`src/rtl/pmar_defines.vh`:
```
// Register offsets, field positions, reset values and constants for the payload/alias registers
`ifndef PMAR_DEFINES_VH
`define PMAR_DEFINES_VH

// =====================================================================
// Register offsets
`define PMAR_OFS_MODE_SEL 8'h05
`define PMAR_OFS_DESER_ADDR 8'h06
`define PMAR_OFS_DESER_ALIAS 8'h07
`define PMAR_OFS_FAR_ADDR 8'h08
`define PMAR_OFS_FAR_ALIAS 8'h09
`define PMAR_OFS_CRC_LOW 8'h0a
`define PMAR_OFS_CRC_HIGH 8'h0b
`define PMAR_OFS_GEN_STATUS 8'h0c

// =====================================================================
// Mode select field positions
`define PMAR_BIT_OVERRIDE 5
`define PMAR_BIT_STATUS_CURRENT 4
`define PMAR_BIT_STRAP_WIDE 3
`define PMAR_BIT_STRAP_MID 2
`define PMAR_BIT_WIDE_SEL 1
`define PMAR_BIT_MID_SEL 0

// Address register hold bit and 7-bit field position
`define PMAR_BIT_HOLD 0
`define PMAR_ADDR_MSB 7
`define PMAR_ADDR_LSB 1

// General status revision field
`define PMAR_REV_MSB 7
`define PMAR_REV_LSB 5

// =====================================================================
// Reset values
`define PMAR_RST_BYTE 8'h00
`define PMAR_RST_ADDR7 7'h00
`define PMAR_RST_COUNT 16'h0000
`define PMAR_RST_MODE2 2'h0

// Silicon revision value; arbitrary neutral value
`define PMAR_SILICON_REVISION 3'h5

`endif

```
`src/rtl/pmar_alias_map.v`:
```
// Alias decoder: remaps a local I2C target address onto a remote address
`default_nettype none

module pmar_alias_map (
    input wire clock_i,
    input wire rst_i,
    input wire [6:0] req_addr_i,
    input wire req_valid_i,
    input wire pass_enable_i,
    input wire [6:0] alias_i,
    input wire [6:0] phys_i,
    output reg hit_o,
    output reg [6:0] remap_addr_o
);

    // =====================================================================
    // Decode match
    wire match;
    assign match = req_valid_i && pass_enable_i && (alias_i != 7'h00) &&
                   (phys_i != 7'h00) && (req_addr_i == alias_i);

    // Registered remap result, latched before crossing the control channel
    always @(posedge clock_i) begin
        if (rst_i) begin
            hit_o <= 1'b0;
            remap_addr_o <= 7'h00;
        end else begin
            hit_o <= match;
            remap_addr_o <= match ? phys_i : 7'h00;
        end
    end

endmodule
`default_nettype wire

```
`src/rtl/pmar_crc_counter.v`:
```
// Back-channel CRC error counter with consistent two-byte snapshot
`default_nettype none
`include "pmar_defines.vh"

module pmar_crc_counter (
    input wire clock_i,
    input wire rst_i,
    input wire crc_error_i,
    input wire snap_i,
    output reg [15:0] count_o,
    output reg [7:0] snap_high_o
);

    // =====================================================================
    // Saturating count; high byte captured when low byte is read
    always @(posedge clock_i) begin
        if (rst_i) begin
            count_o <= `PMAR_RST_COUNT;
            snap_high_o <= `PMAR_RST_BYTE;
        end else begin
            if (crc_error_i && count_o != 16'hffff) begin
                count_o <= count_o + 16'h0001;
            end
            if (snap_i) begin
                snap_high_o <= count_o[15:8];
            end
        end
    end

endmodule
`default_nettype wire

```
`src/rtl/pmar_regs.v`:
```
// Payload mode and I2C alias register bank with remap outputs
`default_nettype none
`include "pmar_defines.vh"

module pmar_regs (
    input wire clock_i,
    input wire rst_i,
    // Register port
    input wire [7:0] addr_i,
    input wire [7:0] wdata_i,
    input wire wr_i,
    input wire rd_i,
    output reg [7:0] rdata_o,
    // Link and strap status
    input wire rx_lock_i,
    input wire bc_mode_valid_i,
    input wire [1:0] bc_mode_i,
    input wire strap_wide_i,
    input wire strap_mid_i,
    input wire bc_addr_valid_i,
    input wire [6:0] bc_addr_i,
    input wire bc_crc_error_i,
    input wire pass_enable_i,
    // Local I2C request
    input wire i2c_valid_i,
    input wire [6:0] i2c_addr_i,
    // Forwarded request across the control channel
    output reg fwd_valid_o,
    output reg [6:0] fwd_addr_o,
    // Effective transmitter payload configuration
    output reg tx_wide_payload_sel_o,
    output reg tx_mid_payload_sel_o
);

    // =====================================================================
    // Storage
    reg [2:0] mode_ctrl;
    reg [1:0] bc_mode;
    reg mode_status_current;
    reg [6:0] remote_deser_address;
    reg hold_remote_address;
    reg [7:0] remote_deser_alias;
    reg [7:0] far_target_address;
    reg [7:0] far_target_alias;
    wire [15:0] crc_count;
    wire [7:0] crc_snap_high;
    wire deser_hit;
    wire far_hit;
    wire [6:0] deser_remap;
    wire [6:0] far_remap;
    reg [7:0] next_rdata;
    reg [1:0] next_mode;
    reg [2:0] next_mode_ctrl;
    reg [1:0] next_bc_mode;
    reg next_mode_status_current;
    reg [6:0] next_remote_deser_address;
    reg next_hold_remote_address;
    reg [7:0] next_remote_deser_alias;
    reg [7:0] next_far_target_address;
    reg [7:0] next_far_target_alias;
    reg next_fwd_valid;
    reg [6:0] next_fwd_addr;
    wire wr_mode_sel;
    wire wr_deser_addr;
    wire wr_deser_alias;
    wire wr_far_addr;
    wire wr_far_alias;
    wire rd_crc_low;
    wire [6:0] map_alias [0:1];
    wire [6:0] map_phys [0:1];
    wire [1:0] map_hit;
    wire [6:0] map_remap [0:1];

    // Write decode shared by all writable registers
    function wr_hit;
        input [7:0] a;
        input [7:0] ofs;
        input w;
        begin
            wr_hit = w && (a == ofs);
        end
    endfunction

    // Per-register strobes from the shared offset decode
    assign wr_mode_sel = wr_hit(addr_i, `PMAR_OFS_MODE_SEL, wr_i);
    assign wr_deser_addr = wr_hit(addr_i, `PMAR_OFS_DESER_ADDR, wr_i);
    assign wr_deser_alias = wr_hit(addr_i, `PMAR_OFS_DESER_ALIAS, wr_i);
    assign wr_far_addr = wr_hit(addr_i, `PMAR_OFS_FAR_ADDR, wr_i);
    assign wr_far_alias = wr_hit(addr_i, `PMAR_OFS_FAR_ALIAS, wr_i);
    assign rd_crc_low = wr_hit(addr_i, `PMAR_OFS_CRC_LOW, rd_i); // Low-byte read takes snapshot

    // =====================================================================
    // Next mode control: override and the two local select bits
    always @* begin
        next_mode_ctrl = mode_ctrl;
        if (wr_mode_sel) begin
            next_mode_ctrl = {wdata_i[`PMAR_BIT_OVERRIDE],
                              wdata_i[`PMAR_BIT_WIDE_SEL], wdata_i[`PMAR_BIT_MID_SEL]};
        end
    end

    // Mode select register; read-only bits are never stored
    always @(posedge clock_i) begin
        if (rst_i) begin
            mode_ctrl <= 3'h0;
        end else begin
            mode_ctrl <= next_mode_ctrl;
        end
    end

    // Next back-channel mode; currency is lost with the lock
    always @* begin
        next_bc_mode = bc_mode;
        if (bc_mode_valid_i && rx_lock_i) begin
            next_bc_mode = bc_mode_i;
        end
        next_mode_status_current = rx_lock_i && (bc_mode_valid_i || mode_status_current);
    end

    // Back-channel mode capture and its currency flag
    always @(posedge clock_i) begin
        if (rst_i) begin
            bc_mode <= `PMAR_RST_MODE2;
            mode_status_current <= 1'b0;
        end else begin
            bc_mode <= next_bc_mode;
            mode_status_current <= next_mode_status_current;
        end
    end

    // Effective payload mode: local bits only under override
    always @* begin
        if (mode_ctrl[2]) begin
            next_mode = mode_ctrl[1:0];
        end else if (mode_status_current) begin
            next_mode = bc_mode;
        end else begin
            next_mode = {strap_wide_i, strap_mid_i};
        end
    end

    always @(posedge clock_i) begin
        if (rst_i) begin
            tx_wide_payload_sel_o <= 1'b0;
            tx_mid_payload_sel_o <= 1'b0;
        end else begin
            tx_wide_payload_sel_o <= next_mode[1];
            tx_mid_payload_sel_o <= next_mode[0];
        end
    end

    // =====================================================================
    // Next remote address; software write wins over auto-load
    always @* begin
        next_remote_deser_address = remote_deser_address;
        next_hold_remote_address = hold_remote_address;
        if (wr_deser_addr) begin
            next_remote_deser_address = wdata_i[`PMAR_ADDR_MSB:`PMAR_ADDR_LSB];
            next_hold_remote_address = wdata_i[`PMAR_BIT_HOLD];
        end else if (rx_lock_i && bc_addr_valid_i && !hold_remote_address) begin
            next_remote_deser_address = bc_addr_i;
        end
    end

    // Remote deserializer address and hold flops
    always @(posedge clock_i) begin
        if (rst_i) begin
            remote_deser_address <= `PMAR_RST_ADDR7;
            hold_remote_address <= 1'b0;
        end else begin
            remote_deser_address <= next_remote_deser_address;
            hold_remote_address <= next_hold_remote_address;
        end
    end

    // Next alias and far-target values
    always @* begin
        next_remote_deser_alias = wr_deser_alias ? wdata_i : remote_deser_alias;
        next_far_target_address = wr_far_addr ? wdata_i : far_target_address;
        next_far_target_alias = wr_far_alias ? wdata_i : far_target_alias;
    end

    // Alias and far-target registers
    always @(posedge clock_i) begin
        if (rst_i) begin
            remote_deser_alias <= `PMAR_RST_BYTE;
            far_target_address <= `PMAR_RST_BYTE;
            far_target_alias <= `PMAR_RST_BYTE;
        end else begin
            remote_deser_alias <= next_remote_deser_alias;
            far_target_address <= next_far_target_address;
            far_target_alias <= next_far_target_alias;
        end
    end

    // =====================================================================
    // Alias decoders
    // Decoder slot 0 serves the deserializer alias, slot 1 the far target
    assign map_alias[0] = remote_deser_alias[7:1];
    assign map_phys[0] = remote_deser_address;
    assign map_alias[1] = far_target_alias[7:1];
    assign map_phys[1] = far_target_address[7:1];

    genvar gi;
    generate
        for (gi = 0; gi < 2; gi = gi + 1) begin : g_map
            pmar_alias_map u_map (
                .clock_i(clock_i),
                .rst_i(rst_i),
                .req_addr_i(i2c_addr_i),
                .req_valid_i(i2c_valid_i),
                .pass_enable_i(pass_enable_i),
                .alias_i(map_alias[gi]),
                .phys_i(map_phys[gi]),
                .hit_o(map_hit[gi]),
                .remap_addr_o(map_remap[gi])
            );
        end
    endgenerate

    // Decoder results by slot
    assign deser_hit = map_hit[0];
    assign far_hit = map_hit[1];
    assign deser_remap = map_remap[0];
    assign far_remap = map_remap[1];

    // Deserializer alias wins when both decoders hit
    always @* begin
        next_fwd_valid = deser_hit || far_hit;
        if (deser_hit) begin
            next_fwd_addr = deser_remap;
        end else begin
            next_fwd_addr = far_remap;
        end
    end

    // Forwarded address is already remapped when it leaves toward the link
    always @(posedge clock_i) begin
        if (rst_i) begin
            fwd_valid_o <= 1'b0;
            fwd_addr_o <= 7'h00;
        end else begin
            fwd_valid_o <= next_fwd_valid;
            fwd_addr_o <= next_fwd_addr;
        end
    end

    // =====================================================================
    // CRC error counter
    pmar_crc_counter u_crc (
        .clock_i(clock_i),
        .rst_i(rst_i),
        .crc_error_i(bc_crc_error_i),
        .snap_i(rd_crc_low),
        .count_o(crc_count),
        .snap_high_o(crc_snap_high)
    );

    // =====================================================================
    // Read mux
    always @* begin
        case (addr_i)
            `PMAR_OFS_MODE_SEL: next_rdata = {2'h0, mode_ctrl[2], mode_status_current,
                                              strap_wide_i, strap_mid_i,
                                              mode_ctrl[1:0]};
            `PMAR_OFS_DESER_ADDR: next_rdata = {remote_deser_address, hold_remote_address};
            `PMAR_OFS_DESER_ALIAS: next_rdata = remote_deser_alias;
            `PMAR_OFS_FAR_ADDR: next_rdata = far_target_address;
            `PMAR_OFS_FAR_ALIAS: next_rdata = far_target_alias;
            `PMAR_OFS_CRC_LOW: next_rdata = crc_count[7:0];
            `PMAR_OFS_CRC_HIGH: next_rdata = crc_snap_high;
            `PMAR_OFS_GEN_STATUS: next_rdata = {`PMAR_SILICON_REVISION, 5'h00};
            default: next_rdata = 8'h00;
        endcase
    end

    // Read data stands only in the cycle after the strobe
    always @(posedge clock_i) begin
        if (rst_i) begin
            rdata_o <= 8'h00;
        end else begin
            rdata_o <= rd_i ? next_rdata : 8'h00;
        end
    end

endmodule
`default_nettype wire

```
`config.mk`:
```
export PLATFORM = sky130hd
export DESIGN_NAME = pmar_regs
export DESIGN_NICKNAME = d
export VERILOG_FILES = /design/src/rtl/pmar_alias_map.v /design/src/rtl/pmar_crc_counter.v /design/src/rtl/pmar_regs.v
export VERILOG_INCLUDE_DIRS = /design/src /design/src/rtl
export SDC_FILE = /design/constraint.sdc
export NUM_CORES = 1
export LEC_CHECK = 0
export BUFFER_PORTS_ARGS = -buffer_cell sky130_fd_sc_hd__buf_4
export CAP_MARGIN = 5
export CORE_ASPECT_RATIO = 1.75
export CORE_MARGIN = 5
export CORE_UTILIZATION = 55
export CTS_CLUSTER_DIAMETER = 60
export DETAILED_ROUTE_END_ITERATION = 10
export GPL_TIMING_DRIVEN = 0
export PLACE_DENSITY = 0.83
export SYNTH_ARGS = -nofsm -noshare
export SYNTH_HDL_FRONTEND = slang
export SYNTH_HIERARCHICAL = 1
export SYNTH_SLANG_ARGS = --single-unit
```
`constraint.sdc`:
```
create_clock -name clock_i -period 2.2 [get_ports clock_i]
set_input_delay 0.11 -clock clock_i [delete_from_list [all_inputs] [get_ports clock_i]]
set_output_delay 0.11 -clock clock_i [all_outputs]
set_load 0.01 [all_outputs]
```
# ---- Word level (Yosys, flattened, before mapping)
# Cells that the tools add are included.
dict set report word_totals {
  register_bits 96
  output_inout_bits 18
  word_cells 69
}
dict set report classes {
  addsub 1
  eq_ne 11
  muxes 6
  n_bitwise 3
  reduce_logical 29
}
# cell n
set ops {}
lappend ops {{$pmux 8 s8} 1}
lappend ops {{$eq 8x4->1 const B} 5}
lappend ops {{$reduce_bool 7->1} 4}
lappend ops {{$eq 8x3->1 const B} 3}
lappend ops {{$mux 7} 3}
lappend ops {{$logic_and 1x1->1} 18}
lappend ops {{$add 16x1->16 const B} 1}
lappend ops {{$ne 16x16->1 const B} 1}
lappend ops {{$eq 7x7->1} 2}
lappend ops {{$reduce_or 2->1} 3}
lappend ops {{$mux 2} 2}
lappend ops {{$not 1->1} 3}
lappend ops {{$logic_or 1x1->1} 2}
lappend ops {{$reduce_bool 2->1} 1}
lappend ops {{$logic_not 1->1} 1}

# ---- Longest topological paths before layout
# Gate-level depths: netlist (run 1).
dict set report logic_depth {
  ltp_word 6
  ltp_mapped 6
  ltp_nobuf 5
}

# ---- Hierarchy
# The synthesis (run 1) kept the hierarchy.
# mod n_inst cells_per_inst area_per_inst_um2 seq_area_each_um2
set modules_own_cells {}
lappend modules_own_cells {pmar_regs 1 247 2491.1 1121.1}
lappend modules_own_cells {pmar_crc_counter 1 117 1074.8 480.5}
lappend modules_own_cells {pmar_alias_map 2 31 361.6 160.2}

# ---- Least setup slack after synthesis (run 1)
# OpenSTA, ideal clock, no wires.
dict set report synth_path {
  path_kind {input port to flip-flop}
  start {in addr_i[5]}
  end {reg u_crc.snap_high_o[7]}
  setup_ps 128
  arrival_ps 1689
  t_required_ps 2072
  path_slack_ps 383
  cell_stages 6
  cell_sequence {or4_4 -> nor3_1 -> and3_1 -> clkbuf_1 -> mux2i_1 -> nor2_1}
}
dict set report synth_via {
  elab_chain_cells 2
}
# item line_no
set synth_rtl {}
lappend synth_rtl {{start, declared} pmar_regs.v:9} ;# input wire [7:0] addr_i,
lappend synth_rtl {{$eq 8x4->1} pmar_regs.v:80} ;# wr_hit = w && (a == ofs);
lappend synth_rtl {{$logic_and 1x1->1} pmar_regs.v:80}
lappend synth_rtl {{named net rd_crc_low} pmar_regs.v:68} ;# wire rd_crc_low;
lappend synth_rtl {{end signal, assigned} pmar_crc_counter.v:19} ;# snap_high_o <= `PMAR_RST_BYTE;
lappend synth_rtl {{end signal, assigned} pmar_crc_counter.v:25} ;# snap_high_o <= count_o[15:8];
lappend synth_rtl {{end, declared} pmar_crc_counter.v:11} ;# output reg [7:0] snap_high_o
# The timed path passes the listed nets, and every way through them passes these cells.
# A chain may end at the register's enable or synchronous reset.

# ---- Worst setup path after layout (run 1)
dict set report layout_path {
  start {reg u_crc.count_o[0]}
  end {reg u_crc.count_o[3]}
}
dict set report layout_via {
  elab_chain_cells 2
  word_cells_on_any_way 3
}
# item line_no
set layout_rtl {}
lappend layout_rtl {{start, declared} pmar_crc_counter.v:10} ;# output reg [15:0] count_o,
lappend layout_rtl {{start signal, assigned} pmar_crc_counter.v:18} ;# count_o <= `PMAR_RST_COUNT;
lappend layout_rtl {{start signal, assigned} pmar_crc_counter.v:22} ;# count_o <= count_o + 16'h0001;
lappend layout_rtl {{parallel branches: the longest is 2 deep, another holds $add 16x1->16} -}
# Several ways; the timed one is not identified.

==> results.sh, run 1 <==
export IMPL_async_flop_share=0
export IMPL_path_delay_family="compound AO/OA/AOI/OAI gates"
export IMPL_hp_class="input pin to flop"
export IMPL_synth_xor_area_share=0.0327
export IMPL_holdBufCountCts=0
export IMPL_crit_required_ps=2470
export IMPL_cpPeakStageDelay_ps=630
export IMPL_postRouteAntennaNets=0
export IMPL_avgSynthCellArea_um2=10.1
export IMPL_gp_congestion=0.915
export IMPL_clock_path_buffers=2
export IMPL_htree_num_levels=3
export IMPL_cp_max_fo=5
export IMPL_fin_hold_ws_ps=39.6
export IMPL_insertion_delay_ps=340
export IMPL_hold_viol=0
export IMPL_die_x_um=76.8
export IMPL_critPathBufInv=0
export IMPL_synth_area_mm2=0.00429
export IMPL_diodes=0
export IMPL_dp_cells=575
export IMPL_synth_top_area_cell="dfxtp_1"
export IMPL_ir_drop_mv=0.428
export IMPL_drv_cap=0
export IMPL_rr_worst_depth=5
export IMPL_cp_start_kind="flop"
export IMPL_vias=3680
export IMPL_maxSlewHeadroom=0.425
export IMPL_cp_slowest_cell="o41ai_4"
export IMPL_via_per_inst=6.23
export IMPL_cts_resized=0
export IMPL_cts_root_buf="clkbuf_16"
export IMPL_fp_dieH_um=127
export IMPL_grt_pass1_vias=3750
export IMPL_synth_simple_area_share=0.225
export IMPL_powerDensity_mw_per_mm2=675
export IMPL_tightestPinTransition_ps=856
export IMPL_postCtsSetupBuffers=0
export IMPL_fin_cells=591
export IMPL_cts_tree="built"
export IMPL_synth_top_family_by_area="simple AND/OR/NAND/NOR gates"
export IMPL_synth_fp_nets=471
export IMPL_crit_arrival_ps=2400
export IMPL_syn_inst=426
export IMPL_core_area_mm2=0.00757
export IMPL_hold_path_depth=3
export IMPL_ys_types=45
export IMPL_clkTransAtPathRegs_ps=70
export IMPL_grt_start_max_net_pins=18
export IMPL_wl_per_cell_um=19.9
export IMPL_yosysWarnings=6
export IMPL_rsz0062_at_grt="true"
export IMPL_ios=62
export IMPL_cp_end_kind="flop"
export IMPL_die_area_mm2=0.00973
export IMPL_slew_viol_final=0
export IMPL_post_route_util=0.682
export IMPL_status="complete, no violations"
export IMPL_synth_compound_area_frac=0.0861
export IMPL_numCtsBuffers=9
export IMPL_reg2reg_setup_slack_ps=70
export IMPL_finalSetupViolCount=0
export IMPL_synthAdderAreaFrac=0.00292
export IMPL_grt_overflow=0
export IMPL_fmax_mhz=469
export IMPL_min_to="bc_mode[0]"
export IMPL_final_nets=543
export IMPL_start_util=0.567
export IMPL_min_period_ps=2130
export IMPL_drt_pass1_iter_count=5
export IMPL_hp_start="bc_mode_i[0]"
export IMPL_synth_mux_area_frac=0.186
export IMPL_area_growth_pct=20.2
export IMPL_portBuffers=61
export IMPL_worstPathCellList="ha_1 -> nand4_1 -> o41ai_4 -> o21ai_0 -> a21oi_1"
export IMPL_synth_top_area_frac=0.448
export IMPL_drt_iter0_drc=223
export IMPL_drt_wl_total_mm=11.8
export IMPL_synthTopCellsByArea="dfxtp_1 45%, mux2i_1 13%, nor2_1 6.4%"
export IMPL_post_route_period_util=0.970
export IMPL_synth_edf_count=0
export IMPL_critPathKind="flop to flop"
export IMPL_r2r_end="u_crc/count_o[3]"
export IMPL_antenna_found_initial=0
export IMPL_ys_seq_area_frac=0.448
export IMPL_r2r_start="u_crc/count_o[0]"
export IMPL_drcViolationCount=0
export IMPL_gr_usage_all_layers=0.247
export IMPL_clkSinkCount=96
export IMPL_grt_pass1_wl_mm=19.0
export IMPL_skew_ps=6.92
export IMPL_post_dp_hpwl_mm=8.92
export IMPL_ys_ff_latch=96
export IMPL_ys_flop_type="dfxtp_1"
export IMPL_rows=42
export IMPL_p_leak_nw=2.16
export IMPL_drive_above_1_share=0.219
sequential cells by signal, indices dropped and copies added, names as in the netlist, 2 cells and up:
name                      count
far_target_alias              8
remote_deser_address          7
rdata_o                       8
g_map.u_map/remap_addr_o     14
far_target_address            8
g_map.u_map/hit_o             2
fwd_addr_o                    7
u_crc/count_o                16
mode_ctrl                     3
u_crc/snap_high_o             8
bc_mode                       2
remote_deser_alias            8
per-layer routing:
metal	vias to the layer above	GRT usage	share of wire
met5	-	0	0
met4	0	0.134	0.038
met3	37	0.0518	0.051
met2	154	0.467	0.56
met1	1787	0.243	0.35
li1	1702	-	-
report_power, final:
group          leakage (nW)  switching (mW)  internal, mW
Sequential            0.775          0.0195          1.75
Clock                 0.132           0.682         0.775
Combinational          1.25           0.133         0.116
synth_stat cells, types with 8 or more instances:
library cell,n
dfxtp_1,96
nor2_1,73
mux2i_1,55
and3_1,18
a21oi_1,15
clkbuf_1,13
nand2_1,13
nand3_1,11
a211oi_1,9
xor2_1,9
mux2_2,8
metrics by stage:
step / power (mW) / setup slack (ps) / cell area [um2] / TNS [ps]
6_report: 3.48 / 66.9 / 5160 / 0
5_1_grt: 3.59 / -37.3 / 5160 / -53.0
4_1_cts: 3.49 / 86.8 / 5140 / 0
3_5_place_dp: 2.06 / -22.8 / 4860 / -54.7
2_1_floorplan: 1.92 / 383 / 4290 / 0
3_3_place_gp: 2.05 / 57.4 / 4860 / 0
how the worst max path moves through the flow:
stage	slack, ps	startpoint	end	cells after the start
2_1_floorplan	380	addr_i[5]	u_crc/snap_high_o[7]	6
3_3_place_gp	60	addr_i[5]	u_crc/snap_high_o[0]	7
3_5_place_dp	-20	addr_i[5]	u_crc/snap_high_o[1]	7
4_1_cts	90	u_crc/count_o[0]	u_crc/count_o[3]	5
5_1_grt	-40	u_crc/count_o[0]	u_crc/count_o[1]	5
6_report	70	u_crc/count_o[0]	u_crc/count_o[3]	5
cells in the final DEF (no fill, tap or decap), drive strengths merged, types with 2 or more instances in the layout:
cell type	instances
dfxtp	96
nor2	73
buf	66
mux2i	55
clkbuf	22
and3	18
a21oi	15
nand2	13
nor4	12
nand3	11
or4	11
a211oi	9
xor2	9
mux2	8
o21ai	7
xnor2	7
mux4	7
nand4	6
a22o	5
a22oi	5
o31ai	5
inv	5
nor3	4
nor2b	3
nand3b	3
nand4b	3
and2	3
or3	3
clkinv	3
a31oi	2
nor3b	2
clkinvlp	2
o41ai	2
cell families after synthesis:
logic type	count (synthesis)
AND/OR/NAND/NOR	168
flip-flops	96
multiplexers	70
AO/OA/AOI/OAI	54
buffers and inverters	21
XOR/XNOR	16
adder cells (fa/ha/maj)	1
worst reg2reg max path: stages, from the launching register on:
cell	delay (ps)
dfxtp_1	430
ha_1	290
nand4_1	360
o41ai_4	630
o21ai_0	190
a21oi_1	170
area by class of cell:
class                           instances  area (um2)
Buffer                                 18        70.1
Clock buffer                            9         225
Clock inverter                          7        55.1
Fill cell                             592        2410
Inverter                                3        11.3
Multi-Input combinational cell        309        2310
Sequential cell                        96        1920
Tap cell                               88         110
Timing Repair Buffer                   61         458
No activity file was read; power rests on OpenSTA's default activity.
==> inputs of run 2 (changes only) <==
==> constraint.sdc (replaced) <==
create_clock -name clock_i -period 2.1 [get_ports clock_i]
set_input_delay 0.105 -clock clock_i [delete_from_list [all_inputs] [get_ports clock_i]]
set_output_delay 0.105 -clock clock_i [all_outputs]
set_load 0.01 [all_outputs]
==> run 2 against run 1 <==
Clock power up 5%. Flip-flop and latch count did not move. Combinational power rose by 5%. Core utilization is 0.30 points higher. Via count is 0.22% lower. Fmax grew 7.2%.
==> results.sh, run 2 (same netlist as run 1, synthesis figures left out) <==
export IMPL_htree_num_levels=3
export IMPL_antenna_found_initial=0
export IMPL_fin_hold_ws_ps=34.8
export IMPL_cp_start_kind="flop"
export IMPL_insertion_delay_ps=350
export IMPL_nFillCells=587
export IMPL_grt_pass1_vias=3775
export IMPL_stdcell_area_mm2=0.00518
export IMPL_ios=62
export IMPL_fp_dieH_um=127
export IMPL_grt_start_max_net_pins=18
export IMPL_hold_viol=0
export IMPL_wl_per_cell_um=19.8
export IMPL_numCtsBuffers=9
export IMPL_hp_class="input pin to flop"
export IMPL_post_route_period_util=0.947
export IMPL_status="complete, no violations"
export IMPL_gp_congestion=0.915
export IMPL_largest_reg_flops=16
export IMPL_clkTransAtPathRegs_ps=70
export IMPL_via_per_inst=6.19
export IMPL_core_area_mm2=0.00757
export IMPL_grt_overflow=0
export IMPL_drt_pass1_iter_count=5
export IMPL_crit_arrival_ps=2260
export IMPL_drv_cap=0
export IMPL_critPathKind="flop to flop"
export IMPL_rsz0062_at_grt="false"
export IMPL_multiInputGateArea_mm2=0.00231
export IMPL_die_x_um=76.8
export IMPL_diodes=0
export IMPL_top_register="u_crc/count_o"
export IMPL_grt_pass1_wl_mm=18.9
export IMPL_clkSinkCount=96
export IMPL_drive_above_1_share=0.226
export IMPL_die_area_mm2=0.00973
export IMPL_cts_root_buf="clkbuf_16"
export IMPL_powerDensity_mw_per_mm2=704
export IMPL_finalSetupViolCount=0
export IMPL_cts_tree="built"
export IMPL_cp_end_kind="flop"
export IMPL_regArea_mm2=0.00192
export IMPL_p_leak_nw=2.16
export IMPL_final_common_cell="dfxtp_1"
export IMPL_start_util=0.567
export IMPL_tightestPinTransition_ps=859
export IMPL_portBuffers=61
export IMPL_fmax_mhz=503
export IMPL_ir_drop_mv=0.448
export IMPL_slew_viol_final=0
export IMPL_gr_usage_all_layers=0.246
export IMPL_drt_iter0_drc=281
export IMPL_skew_ps=7.13
export IMPL_vias=3672
export IMPL_cp_max_fo=5
export IMPL_holdBufCountCts=0
export IMPL_drcViolationCount=0
export IMPL_final_nets=545
export IMPL_drt_wl_total_mm=11.7
export IMPL_maxSlewHeadroom=0.423
export IMPL_rows=42
export IMPL_clock_path_buffers=2
export IMPL_post_dp_cell_area_mm2=0.00486
export IMPL_area_growth_pct=20.8
export IMPL_post_dp_hpwl_mm=8.92
export IMPL_crit_required_ps=2370
export IMPL_top_regs="u_crc/count_o x16, g_map.u_map/remap_addr_o x14"
export IMPL_final_cell_mix="96 x dfxtp_1, 73 x nor2_1, 63 x buf_4"
export IMPL_postRouteAntennaNets=0
export IMPL_min_period_ps=1990
==> run 2: changes by cell type in the layout (fill, tap and decap cells not counted), sizes merged <==
cell | before | now
buf | 66 | 68
==> run 2: per-layer routing <==
metal / vias up / part of all wire / GRT usage
met2: 153 / 0.56 / 0.467
met5: - / 0 / 0
met1: 1760 / 0.35 / 0.238
met3: 44 / 0.051 / 0.0617
met4: 0 / 0.043 / 0.128
li1: 1715 / - / -
==> run 2: layout make-up <==
class | count | area share
Multi-Input combinational cell | 309 | 0.447
Sequential cell | 96 | 0.371
Timing Repair Buffer | 63 | 0.0913
Clock buffer | 9 | 0.0435
Tap cell | 88 | 0.0213
Buffer | 18 | 0.0135
Clock inverter | 7 | 0.0106
Inverter | 3 | 0.00217
==> run 2: report_power, final <==
group          internal, mW  switching, mW  total (mW)  leakage [nW]
sequential             1.84         0.0204        1.86         0.775
combinational         0.123          0.140       0.263          1.25
clock                 0.812          0.714        1.53         0.132
==> run 2: final timing paths <==
path	start	end	slack, ps	depth (start not counted)
worst max-delay path	u_crc/count_o[0]	u_crc/count_o[6]	110	5
worst min-delay path	bc_mode_i[1]	bc_mode[1]	30	3
worst max register to register	u_crc/count_o[0]	u_crc/count_o[6]	110	5
worst min register to register	g_map[1].u_map/hit_o	fwd_valid_o	440	2
==> run 2: through the flow <==
| step | utilization | setup WS (ps) | instances | power [mW] | setup TNS [ps] |
|---|---|---|---|---|---|
| final | 0.685 | 110 | 593 | 3.65 | 0 |
| after CTS | 0.680 | 35.7 | 591 | 3.65 | 0 |
| after floorplan | - | 288 | 426 | 2.02 | 0 |
| after global routing | 0.685 | 17.8 | 593 | 3.77 | 0 |
| after detailed placement | 0.642 | -118 | 575 | 2.15 | -786 |
| after global placement | 0.642 | -37.6 | 575 | 2.14 | -276 |
==> run 2: critical path, cell delays in order, from the launching register on <==
cell and delay (ps):
dfxtp_1 420, ha_2 260, nand4_1 300, buf_4 260, or4_1 510, a21oi_1 160
==> run 2: what timing repair did <==
item	CTS	global route
endpoints found under the hold margin	0	0
endpoints found under the setup margin	3	9
resized for setup	1	3
setup buffers	0	2
pin swaps	0	1
==> inputs of run 3 (changes only) <==
--- a/config.mk
+++ b/config.mk
@@ -9,7 +9,7 @@
 export BUFFER_PORTS_ARGS = -buffer_cell sky130_fd_sc_hd__buf_4
 export CAP_MARGIN = 5
 export CORE_ASPECT_RATIO = 1.75
-export CORE_MARGIN = 5
+export CORE_MARGIN = 2
 export CORE_UTILIZATION = 55
 export CTS_CLUSTER_DIAMETER = 60
 export DETAILED_ROUTE_END_ITERATION = 10
==> run 3 against run 2 <==
Fmax is 0.85% lower. Clock skew is 1.3 ps higher. Combinational power hardly changed. Setup slack worse by 17 ps. Die area is 12% lower. Non-clock buffer count is 1 higher. Clock power hardly changed. Wire length is 2.7% lower. Via count is 1.2% lower. Highest routed layer unchanged.
==> results.sh, run 3 (same netlist as run 1, synthesis figures left out) <==
export IMPL_drt_pass1_iter_count=5
export IMPL_drt_iter0_drc=221
export IMPL_diodes=0
export IMPL_dp_cells=575
export IMPL_largest_reg_flops=16
export IMPL_post_dp_hpwl_mm=8.73
export IMPL_drt_wl_total_mm=11.4
export IMPL_drv_cap=0
export IMPL_die_area_mm2=0.00855
export IMPL_fin_tns_setup_ps=0
export IMPL_rr_worst_depth=4
export IMPL_min_to="bc_mode[0]"
export IMPL_grt_pass1_vias=3517
export IMPL_clkSinkCount=96
export IMPL_post_route_util=0.686
export IMPL_holdBufCountCts=0
export IMPL_place_ws_ps=-132
export IMPL_ios=62
export IMPL_cts_tree="built"
export IMPL_postRouteAntennaNets=0
export IMPL_min_period_ps=2010
export IMPL_area_growth_pct=20.9
export IMPL_finalPower_mw=3.68
export IMPL_final_nets=546
export IMPL_cts_root_buf="clkbuf_16"
export IMPL_cp_start_kind="flop"
export IMPL_fp_dieH_um=121
export IMPL_ir_drop_mv=0.561
export IMPL_skew_ps=8.42
export IMPL_critPathKind="flop to flop"
export IMPL_htree_num_levels=3
export IMPL_hp_class="input pin to flop"
export IMPL_post_dp_cell_area_mm2=0.00486
export IMPL_wl_per_cell_um=19.2
export IMPL_grt_start_max_net_pins=19
export IMPL_gr_usage_all_layers=0.273
export IMPL_fin_hold_ws_ps=32.0
export IMPL_fmax_mhz=498
export IMPL_fin_cells=594
export IMPL_portBuffers=61
export IMPL_r2r_start="u_crc/count_o[5]"
export IMPL_numCtsBuffers=9
export IMPL_slew_viol_final=0
export IMPL_start_util=0.567
export IMPL_r2r_end="u_crc/count_o[13]"
export IMPL_drive_above_1_share=0.223
export IMPL_crit_arrival_ps=2270
export IMPL_maxSlewHeadroom=0.462
export IMPL_gp_congestion=0.900
export IMPL_fin_ws_ps=93.2
export IMPL_grt_overflow=0
export IMPL_clkTransAtPathRegs_ps=70
export IMPL_hold_viol=0
export IMPL_tightestPinTransition_ps=801
export IMPL_cp_end_kind="flop"
export IMPL_grt_pass1_wl_mm=17.8
export IMPL_insertion_delay_ps=340
export IMPL_antenna_found_initial=0
export IMPL_reg2reg_setup_slack_ps=90
export IMPL_hold_path_depth=3
export IMPL_drcViolationCount=0
export IMPL_die_x_um=70.8
export IMPL_core_area_mm2=0.00757
export IMPL_clock_path_buffers=2
export IMPL_top_register="u_crc/count_o"
export IMPL_powerDensity_mw_per_mm2=709
export IMPL_finalSetupViolCount=0
export IMPL_final_cell_mix="96 x dfxtp_1, 73 x nor2_1, 64 x buf_4"
export IMPL_rows=42
export IMPL_vias=3629
export IMPL_crit_required_ps=2370
export IMPL_cp_max_fo=7
export IMPL_final_common_cell="dfxtp_1"
export IMPL_p_leak_nw=2.18
export IMPL_stdcell_area_mm2=0.00519
export IMPL_via_per_inst=6.11
export IMPL_hp_start="bc_mode_i[0]"
export IMPL_top_regs="u_crc/count_o x16, g_map.u_map/remap_addr_o x14"
export IMPL_status="complete, no violations"
export IMPL_post_route_period_util=0.956
[run 3: cell type report]
type	count	area, um2
plain buffers	18	70.1
clock buffers	9	225
clock inverters	7	62.6
fillers	579	2380
inverters	3	11.3
multi-input cells	309	2310
flip-flops and latches	96	1920
well taps	88	110
repair buffers	64	480
[run 3: per-layer routing]
metal	wire (um)	GRT usage
met2	6260	0.509
met3	512	0.0367
met4	624	0.171
met5	0	0
met1	4020	0.276
[run 3: repair_timing]
item | in CTS | in global routing
resized for setup | 0 | 2
buffers inserted | 0 | 3
setup endpoints to repair | 0 | 8
[run 3: worst max path at each step]
| stage | startpoint | to | slack [ps] |
|---|---|---|---|
| 3_3_place_gp | addr_i[5] | u_crc/snap_high_o[7] | -90 |
| 2_1_floorplan | addr_i[5] | u_crc/snap_high_o[7] | 290 |
| 5_1_grt | u_crc/count_o[5] | u_crc/count_o[13] | -5 |
| 3_5_place_dp | addr_i[5] | u_crc/snap_high_o[6] | -130 |
| 6_report | u_crc/count_o[5] | u_crc/count_o[13] | 90 |
| 4_1_cts | u_crc/count_o[1] | u_crc/count_o[1] | 40 |
[run 3: worst max-delay path: stages (launching register included)]
cell	delay, ps
dfxtp_1	470
nand3_1	350
or4_4	540
or4_1	410
a21oi_1	150
[run 3: report_power, final]
group	switching (mW)	internal, mW
combinational	0.139	0.123
clock	0.732	0.827
sequential	0.0210	1.84
total	0.893	2.79
